[src/hw/epc_pkg.sv]
package epc_pkg;
  // Register map
  localparam logic [31:0] CTRL_OFS = 32'h0000_0000;
  localparam logic [31:0] STAT_OFS = 32'h0000_0004;
  localparam logic [7:0] CTRL_RST = 8'h04;
  // Control fields
  localparam int CTRL_OVR_BIT = 0;
  localparam int CTRL_AFD_BIT = 1;
  localparam int CTRL_RSTN_BIT = 2;
  localparam int CTRL_SEL_BIT = 3;
  localparam int CTRL_DIR_BIT = 5;
  // Status fields
  localparam int STAT_TMO_BIT = 0;
  localparam int STAT_BUSY_BIT = 1;
  localparam int STAT_WAIT_BIT = 2;
  // Cycle watchdog
  localparam int CLK_PERIOD_NS = 8;
  localparam int TMO_US = 10;
  localparam int TMO_CYC = (TMO_US * 1000) / CLK_PERIOD_NS;
  localparam int CNT_W = 11;
  // Synchroniser reset value
  localparam logic [2:0] SYNC_RST = 3'h7;

  typedef enum logic [2:0] {
    ST_IDLE = 3'b000,
    ST_WSET = 3'b001,
    ST_WSTB = 3'b010,
    ST_RSET = 3'b011,
    ST_RSTB = 3'b100,
    ST_ABORT = 3'b101
  } epc_state_e;

  typedef struct packed {
    logic write_indicate_n;
    logic data_strobe_n;
    logic addr_strobe_n;
    logic port_direction_out;
    logic periph_reset_n;
  } epc_port_s;

  localparam epc_port_s PORT_RST = 5'h1C;
endpackage : epc_pkg

[src/hw/epc_cycle_engine.sv]
// The register offsets and the AHB-Lite interface to the registers are this design's own decisions.
`timescale 1ns/1ns
`default_nettype none

// How it works
// Software clears direction bit before writes
// Drive selected byte onto port bus
// Strobe after port data is valid
// Hold IOCHRDY low while peripheral waits
// Host release ends strobe, latches byte
// Direction bit set releases port drivers
// Read strobe with drivers already released
// Peripheral drives data, then ends wait
// Host read release ends strobe
// Peripheral releases bus after read strobe
// Outputs may change between cycles
// Wait low extends host cycle
// Write indication low marks a write
// Peripheral interrupt passes through uninverted
// Peripheral wait acknowledges each transfer
// Data strobe for data, address strobe address
// Active-low reset output to peripheral
// Direction low unless bit set or reading
// Only write indication overridable by control
// Software sets direction bit before reads
// Watchdog aborts cycles over 10 us
// Software clears control bits before cycles
// Host strobes and wait are synchronised
// Reset idles with strobes deasserted
module epc_cycle_engine (
  input wire logic hclk,
  input wire logic hresetn,
  input wire logic hsel,
  input wire logic [31:0] haddr,
  input wire logic [1:0] htrans,
  input wire logic hwrite,
  input wire logic [2:0] hsize,
  input wire logic [31:0] hwdata,
  input wire logic hready,
  output logic hreadyout,
  output logic hresp,
  output logic [31:0] hrdata,
  input wire logic epp_sel,
  input wire logic epp_addr_cycle,
  input wire logic iow_n,
  input wire logic ior_n,
  input wire logic [7:0] system_data_bus,
  output logic [7:0] system_data_out,
  output logic iochrdy,
  input wire logic [7:0] port_data_in,
  output logic [7:0] port_data_out,
  output logic port_data_oe,
  input wire logic periph_wait_n,
  input wire logic periph_irq_in,
  output logic irq_out,
  output epc_pkg::epc_port_s port
);
  logic [2:0] meta_reg;
  logic [2:0] sync_reg;
  epc_pkg::epc_state_e state_reg;
  epc_pkg::epc_state_e state_next;
  logic [epc_pkg::CNT_W-1:0] cnt_reg;
  logic addr_cyc_reg;
  logic [7:0] ctrl_reg;
  logic tmo_reg;
  logic ap_wr_reg;
  logic [31:0] ap_addr_reg;
  logic [31:0] hrdata_reg;
  logic [7:0] port_data_reg;
  logic [7:0] rd_data_reg;
  epc_pkg::epc_port_s port_reg;
  epc_pkg::epc_port_s port_next;
  logic irq_reg;

  // Host and peripheral lines into the clock domain
  always_ff @(posedge hclk or negedge hresetn) begin
    if (!hresetn) begin
      meta_reg <= epc_pkg::SYNC_RST;
      sync_reg <= epc_pkg::SYNC_RST;
    end else begin
      meta_reg <= {iow_n, ior_n, periph_wait_n};
      sync_reg <= meta_reg;
    end
  end

  wire iow_act = !sync_reg[2] && epp_sel;
  wire ior_act = !sync_reg[1] && epp_sel;
  wire wait_low = !sync_reg[0];
  wire dir_bit = ctrl_reg[epc_pkg::CTRL_DIR_BIT];
  wire ovr_bit = ctrl_reg[epc_pkg::CTRL_OVR_BIT];
  wire in_wr = state_reg == epc_pkg::ST_WSET ||
               state_reg == epc_pkg::ST_WSTB;
  wire in_rd = state_reg == epc_pkg::ST_RSET ||
               state_reg == epc_pkg::ST_RSTB;
  wire in_cyc = in_wr || in_rd;
  wire tmo_hit = cnt_reg == epc_pkg::CNT_W'(epc_pkg::TMO_CYC);

  // Cycle sequencing
  always_comb begin
    state_next = state_reg;
    case (state_reg)
      epc_pkg::ST_IDLE: begin
        if (iow_act) begin
          state_next = epc_pkg::ST_WSET;
        end else if (ior_act) begin
          state_next = epc_pkg::ST_RSET;
        end
      end
      epc_pkg::ST_WSET: begin
        if (!iow_act) begin
          state_next = epc_pkg::ST_IDLE;
        end else begin
          state_next = epc_pkg::ST_WSTB;
        end
      end
      epc_pkg::ST_WSTB: begin
        if (!iow_act) begin
          state_next = epc_pkg::ST_IDLE;
        end else if (tmo_hit) begin
          state_next = epc_pkg::ST_ABORT;
        end
      end
      epc_pkg::ST_RSET: begin
        if (!ior_act) begin
          state_next = epc_pkg::ST_IDLE;
        end else begin
          state_next = epc_pkg::ST_RSTB;
        end
      end
      epc_pkg::ST_RSTB: begin
        if (!ior_act) begin
          state_next = epc_pkg::ST_IDLE;
        end else if (tmo_hit) begin
          state_next = epc_pkg::ST_ABORT;
        end
      end
      epc_pkg::ST_ABORT: begin
        if (!iow_act && !ior_act) begin
          state_next = epc_pkg::ST_IDLE;
        end
      end
      default: begin
        state_next = epc_pkg::ST_IDLE;
      end
    endcase
  end

  wire nx_wstb = state_next == epc_pkg::ST_WSTB;
  wire nx_rstb = state_next == epc_pkg::ST_RSTB;
  wire nx_rd = nx_rstb || state_next == epc_pkg::ST_RSET;
  wire nx_stb = nx_wstb || nx_rstb;

  always_comb begin
    port_next.data_strobe_n = !(nx_stb && !addr_cyc_reg);
    port_next.addr_strobe_n = !(nx_stb && addr_cyc_reg);
    port_next.port_direction_out = dir_bit || nx_rd;
    port_next.write_indicate_n = dir_bit && !ovr_bit;
    port_next.periph_reset_n = ctrl_reg[epc_pkg::CTRL_RSTN_BIT];
  end

  wire load_wr = (state_reg == epc_pkg::ST_IDLE && iow_act) ||
                 (in_wr && iow_act);
  wire load_rd = state_reg == epc_pkg::ST_RSTB && !wait_low;

  always_ff @(posedge hclk or negedge hresetn) begin
    if (!hresetn) begin
      state_reg <= epc_pkg::ST_IDLE;
      port_reg <= epc_pkg::PORT_RST;
      addr_cyc_reg <= 1'b0;
      cnt_reg <= '0;
      irq_reg <= 1'b0;
    end else begin
      state_reg <= state_next;
      port_reg <= port_next;
      irq_reg <= periph_irq_in;
      if (state_reg == epc_pkg::ST_IDLE) begin
        addr_cyc_reg <= epp_addr_cycle;
      end
      if (in_cyc && !tmo_hit) begin
        cnt_reg <= cnt_reg + 1'b1;
      end else if (!in_cyc) begin
        cnt_reg <= '0;
      end
    end
  end

  // Port and host data
  always_ff @(posedge hclk or negedge hresetn) begin
    if (!hresetn) begin
      port_data_reg <= 8'h00;
      rd_data_reg <= 8'h00;
    end else begin
      if (load_wr) begin
        port_data_reg <= system_data_bus;
      end
      if (load_rd) begin
        rd_data_reg <= port_data_in;
      end
    end
  end

  assign port = port_reg;
  assign port_data_out = port_data_reg;
  assign port_data_oe = !port_reg.port_direction_out;
  assign system_data_out = rd_data_reg;
  assign iochrdy = !(in_cyc && wait_low);
  assign irq_out = irq_reg;

  // Register bus slave
  wire ap_valid = hsel && htrans[1] && hready;
  wire hit_ctrl = haddr == epc_pkg::CTRL_OFS;
  wire hit_stat = haddr == epc_pkg::STAT_OFS;
  wire dp_ctrl = ap_wr_reg && ap_addr_reg == epc_pkg::CTRL_OFS;
  wire dp_stat = ap_wr_reg && ap_addr_reg == epc_pkg::STAT_OFS;
  wire tmo_set = in_cyc && tmo_hit;
  wire tmo_clr = dp_stat && hwdata[epc_pkg::STAT_TMO_BIT];
  wire [7:0] stat_val = {5'h00, wait_low, in_cyc, tmo_reg};
  wire [31:0] rd_mux = hit_ctrl ? {24'h000000, ctrl_reg} :
                       hit_stat ? {24'h000000, stat_val} : 32'h00000000;

  always_ff @(posedge hclk or negedge hresetn) begin
    if (!hresetn) begin
      ap_wr_reg <= 1'b0;
      ap_addr_reg <= 32'h00000000;
      hrdata_reg <= 32'h00000000;
      ctrl_reg <= epc_pkg::CTRL_RST;
      tmo_reg <= 1'b0;
    end else begin
      ap_wr_reg <= ap_valid && hwrite;
      if (ap_valid) begin
        ap_addr_reg <= haddr;
      end
      if (ap_valid && !hwrite) begin
        hrdata_reg <= rd_mux;
      end
      if (dp_ctrl) begin
        ctrl_reg <= hwdata[7:0];
      end
      tmo_reg <= tmo_set || (tmo_reg && !tmo_clr);
    end
  end

  assign hreadyout = 1'b1;
  assign hresp = 1'b0;
  assign hrdata = hrdata_reg;
endmodule : epc_cycle_engine

`default_nettype wire

[config.mk]
export PLATFORM = sky130hd
export DESIGN_NAME = epc_cycle_engine
export DESIGN_NICKNAME = d
export VERILOG_FILES = /design/src/hw/epc_pkg.sv /design/src/hw/epc_cycle_engine.sv
export SDC_FILE = /design/constraint.sdc
export NUM_CORES = 1
export LEC_CHECK = 0
export BUFFER_PORTS_ARGS = -buffer_cell sky130_fd_sc_hd__buf_2
export CAP_MARGIN = 30
export CELL_PAD_IN_SITES_DETAIL_PLACEMENT = 0
export CELL_PAD_IN_SITES_GLOBAL_PLACEMENT = 2
export CORE_MARGIN = 2
export CORE_UTILIZATION = 31
export CTS_CLUSTER_DIAMETER = 100
export DETAILED_ROUTE_END_ITERATION = 10
export PLACE_DENSITY = 0.82
export SLEW_MARGIN = 20
export SYNTH_ARGS = -nofsm -noshare
export SYNTH_HDL_FRONTEND = slang
export SYNTH_SLANG_ARGS = --single-unit
[constraint.sdc]
create_clock -name hclk -period 2.3 [get_ports hclk]
set_input_delay 0.115 -clock hclk [delete_from_list [all_inputs] [get_ports hclk]]
set_output_delay 0.115 -clock hclk [all_outputs]
set_load 0.05 [all_outputs]
==> results of run 1 <==
worst paths after layout:
| kind | slack [ns] | end | cells after the start | from |
|---|---|---|---|---|
| setup / recovery | 0.29 | port[3] | 6 | cnt_reg[0] |
| hold / removal | 0.01 | system_data_out[5] | 2 | port_data_in[5] |
| setup reg to reg | 0.29 | port[3] | 6 | cnt_reg[0] |
| hold reg to reg | 0.36 | sync_reg[0] | 0 | meta_reg[0] |
| max in group asynchronous | 1.41 | meta_reg[0] | 3 | hresetn |
| min in group asynchronous | 0.19 | port_data_out[6] | 2 | hresetn |
power breakdown:
part	switching (W)	internal (W)
combinational	0.000495	0.000292
sequential	0.000115	0.00182
clock	0.000589	0.00101
kinds of logic after synthesis:
kind of cell / after synthesis / share of synthesized area [%]
other: 2 / 0.1798
xor gates and xnor gates: 10 / 2.097
and+or+nand+nor: 89 / 12.91
adders and majority gates: 2 / 0.5989
AOI/OAI and AO/OA: 30 / 5.451
buffers and inverters: 45 / 6.379
muxes: 61 / 16.38
DFF: 93 / 56.00
critical path, cell delays in order, from the launching register on:
cell and delay [ns]:
dfrtp_1 0.45, inv_1 0.12, ha_1 0.16, or4bb_4 0.48
or3_4 0.40, o211ai_2 0.20, nand4b_1 0.11
through the flow:
stage	hold WS, ns	instance area, um^2	std cells
after detailed placement	0.01808	4803	600
after floorplan	-0.1806	4268	356
after CTS	0.001604	5373	640
after global routing	0.002434	5413	644
after global placement	0.01711	4803	600
final	0.01288	5413	644
final cells by class:
type / count / area share (%)
Multi-Input combinational cell: 218 / 30.70
Inverter: 9 / 0.6241
Sequential cell: 93 / 43.23
Clock buffer: 13 / 4.808
Tap cell: 176 / 4.068
Clock inverter: 3 / 1.271
Timing Repair Buffer: 132 / 15.30
per-layer routing:
metal | vias to the layer above | GRT usage [%] | share of wire (%)
li1 | 1396 | - | -
met1 | 1450 | 16.80 | 44
met2 | 71 | 21.45 | 50
met3 | 9 | 4.800 | 4.5
met4 | 0 | 3.750 | 1.3
met5 | - | 0 | 0
synth_stat cells (2+ instances only):
library cell and n:
dfrtp_1 83, mux2_2 51, buf_4 26, nand2_1 18
nor2_1 15, nor4_1 14, clkbuf_1 10, dfstp_2 10
inv_1 9, nand4_1 9, xor2_1 9, mux2_1 8
o31ai_1 8, o21ai_0 6, nand2b_1 4, nand3_1 4
a211oi_1 2, a21o_1 2, conb_1 2, ha_1 2
mux2i_1 2, nor3_1 2, nor3b_1 2, nor4bb_1 2
o21ai_1 2, or2_2 2
what timing repair did:
| item | 4_1_cts | 5_1_grt |
|---|---|---|
| hold buffers | 24 | 4 |
| endpoints found under the hold margin | 84 | 4 |
| buffers inserted | 0 | 0 |
==> impl_metrics.toml, run 1 <==
[timing]
fin_crit_ns = 2.012
setup_viol = 0
tns_ns = 0
relSlewSlack_pct = 63.18
worstMarginPinSlew_ns = 0.5476
min_period_over_period_pct = 87.50
max_clock_freq_mhz = 496.9
finalMaxSlewViolations = 0
rsz0062_at_grt = "no"
finalWorstSetupSlack_ns = 0.2875
fin_skew_ns = 0.009109
finalHoldViolCount = 0

[routing]
drtPass1Iterations = 4
routed_via_density = 4.543
drtIter0Drc = 84
vias = 2926
drcViolationCount = 0
wl_per_cell_um = 14.22
drt-total-wl_um = 9157
drtAntennaViolNets = 0

[global_route]
antenna_found_initial = 0
grt_pass1_wl_um = 14790
grt-ovfl-total = 0
grt.total_usage_pct = 13.30
grt_pass1_vias = 2929
grt_max_degree = 47

[synthesis]
syn_area_per_cell_um2 = 12.58
yosysTopAreaCellShare_pct = 49.72
synth-edff-count = 0
ys_top_cells_by_area = "dfrtp_1 50%, mux2_2 14%, dfstp_2 6.3%"
yosys_warnings = 0
synth_top_area_cell = "dfrtp_1"
synthCells = 332
syn_area_um2 = 4178
ys_ff_latch = 93
yosysUniqueCellTypes = 54
synth_ff_type = "dfrtp_1"
ys_seq_area_share_pct = 56.00
ys_async_sr_fraction_pct = 100.0

[clock_network]
path_clk_slew_ns = 0.06
cts_buffers = 9
cts_max_path_buffers = 2
clock_latency_ns = 0.34
cts_tree = "done"
cts.sinks = 93
ctsResizeCount = 0
cts.root.buffer_cell = "clkbuf_16"
cts_max_level = 3

[worst_setup_path]
cp_max_fo = 6
critPathRequiredTime_ns = 2.55
start_kind = "flop"
arrival_ns = 2.26
cp-end-kind = "flop"
critical_path_class = "flop to flop"

[final_layout]
seq_area_um2 = 2340
multi_input_area_um2 = 1662
postLayoutCoreUtil_pct = 41.04
layout.nets = 561
final_cell_mix = "98 x buf_2, 83 x dfrtp_1, 51 x mux2_2"
final_common_cell = "buf_2"
area_growth_pct = 29.56
largest_register_ff_count = 32
antennaDiodeCount = 0
fillers = 1266
drive_above_1_share_pct = 41.03

[status]
outcome = "complete, no violations"

[die]
chipWidth_um = 120.1
die_area_um2 = 14420
initial_utilization_pct = 31.67
num_io_pins = 154
die_h_um = 120.1
core_area_um2 = 13190
placementRows = 42

[pwr]
finalPower_w = 0.004330
power.leakage_nw = 2.523
power_density_nw_per_um2 = 799.9
vdd_ir_drop_max_v = 0.0003303

[min_path]
min_path_type = "input port to flop"

[placement]
pre_cts_ws_ns = 0.2893
dp_hpwl_um = 6675
gp_congestion = 0.7867
numPortBuffers = 99

[job]
drv_cap = 0
Note: power is estimated with default switching activity, not from simulation.
==> inputs of run 2 (changes only) <==
--- a/config.mk
+++ b/config.mk
@@ -13,6 +13,7 @@
 export CORE_UTILIZATION = 31
 export CTS_CLUSTER_DIAMETER = 100
 export DETAILED_ROUTE_END_ITERATION = 10
+export HOLD_SLACK_MARGIN = 0.1
 export PLACE_DENSITY = 0.82
 export SLEW_MARGIN = 20
 export SYNTH_ARGS = -nofsm -noshare
==> run 2 against run 1 <==
Global-route usage increased by 0.48 points; design area increased by 6.3%; via count increased by 3.6%; maximum frequency decreased by 0.10%; setup slack got worse by 0.0021 ns; register-to-register slack about the same; sequential power about the same; clock power about the same; hold slack improved by 0.12 ns; final cell count increased by 5.3%; count of clock-buffer cells in the layout unchanged; critical path type unchanged; critical endpoint unchanged.
==> impl_metrics.toml, run 2 (synthesis results as in run 1) <==
[timing]
finalHoldViolCount = 0
relSlewSlack_pct = 63.15
fin_skew_ns = 0.007987
max_clock_freq_mhz = 496.4
fin_crit_ns = 2.015
tns_ns = 0
rsz0062_at_grt = "no"
setup_viol = 0
worstMarginPinSlew_ns = 0.5480
min_period_over_period_pct = 87.59
finalMaxSlewViolations = 0

[worst_setup_path]
reg2reg_slack_ns = 0.29
r2r_cells = 6
arrival_ns = 2.26
critical_path_class = "flop to flop"
cp_max_fo = 6
start_kind = "flop"
critPathRequiredTime_ns = 2.55
worstReg2RegStart = "cnt_reg[0]"
cp-end-kind = "flop"
worstReg2RegEnd = "port[3]"

[min_path]
min_to = "ap_addr_reg[2]"
min-delay-start = "haddr[2]"
min_path_type = "input port to flop"
hold_depth = 2

[clock_network]
cts_tree = "done"
cts_max_path_buffers = 2
clock_latency_ns = 0.34
cts_buffers = 9
cts_max_level = 3
cts.root.buffer_cell = "clkbuf_16"
cts.sinks = 93
path_clk_slew_ns = 0.06

[die]
placementRows = 42
initial_utilization_pct = 31.67
die_h_um = 120.1
num_io_pins = 154
core_area_um2 = 13190
die_area_um2 = 14420
chipWidth_um = 120.1

[final_layout]
drive_above_1_share_pct = 38.25
final_common_cell = "buf_2"
antennaDiodeCount = 0
final_cell_mix = "98 x buf_2, 83 x dfrtp_1, 62 x dlygate4sd3_1"
layout.nets = 595
area_growth_pct = 37.71
largest_register_ff_count = 32
postLayoutCoreUtil_pct = 43.62

[pwr]
vdd_ir_drop_max_v = 0.0003314
power.leakage_nw = 2.665
power_density_nw_per_um2 = 760.7

[routing]
drtIter0Drc = 89
wl_per_cell_um = 13.87
drt-total-wl_um = 9406
drtAntennaViolNets = 0
routed_via_density = 4.472
vias = 3032
drtPass1Iterations = 4
drcViolationCount = 0

[placement]
numPortBuffers = 99
gp_congestion = 0.7867
dp_hpwl_um = 6675

[global_route]
grt.total_usage_pct = 13.78
grt_max_degree = 47
antenna_found_initial = 0
grt_pass1_wl_um = 15410
grt_pass1_vias = 3108
grt-ovfl-total = 0

[status]
outcome = "complete, no violations"

[job]
drv_cap = 0
==> run 2: per-stage QoR <==
stage                     std cells  instance area [um^2]  setup slack (ns)  hold WS [ns]  power [W]
after detailed placement        600                  4803            0.2893       0.01808   0.002728
after global routing            678                  5753            0.1369        0.1295   0.004600
after floorplan                 356                  4268            0.4548       -0.1806   0.002518
final                           678                  5753            0.2854        0.1342   0.004376
after global placement          600                  4803            0.3079       0.01711   0.002708
after CTS                       678                  5753            0.2653        0.1174   0.004453
==> run 2: timing repair <==
item                                    CTS  global route
endpoints found under the setup margin    0             0
setup buffers                             0             0
endpoints found under the hold margin   149             0
gates resized for setup                   0             0
hold buffers                             62             0
==> run 2: how the worst max path moves through the flow <==
stage	start	end
6_report	cnt_reg[0]	port[3]
5_1_grt	cnt_reg[0]	port[3]
4_1_cts	ap_addr_reg[29]	ctrl_reg[5]
3_5_place_dp	ap_addr_reg[29]	ctrl_reg[5]
3_3_place_gp	cnt_reg[0]	port[3]
2_1_floorplan	cnt_reg[0]	port[3]
==> run 2: routing by layer <==
metal / share of wire (%) / GRT usage, %
met1: 44 / 17.08
met2: 51 / 22.83
met4: 1.1 / 3.750
met5: 0 / 0
met3: 4.2 / 4.753
==> run 2: layout make-up <==
type / count / area [um^2]
clock buffers: 13 / 260.3
clock inverters: 3 / 68.82
fillers: 1227 / 7437
inverters: 9 / 33.78
multi-input cells: 218 / 1662
flip-flops and latches: 93 / 2340
well taps: 176 / 220.2
repair buffers: 166 / 1169
==> run 2: where the power goes <==
| group | leakage, nW | switching, W | total, W | internal, W |
|---|---|---|---|---|
| combinational | 1.34 | 0.000503 | 0.000833 | 0.000330 |
| clock | 0.160 | 0.000590 | 0.00160 | 0.00101 |
| sequential | 1.16 | 0.000116 | 0.00194 | 0.00182 |
==> run 2: critical path: stages, from the launching register on <==
cell and delay [ns]:
dfrtp_1 0.45, inv_1 0.12, ha_1 0.16, or4bb_4 0.48, or3_4 0.40, o211ai_2 0.20
nand4b_1 0.11
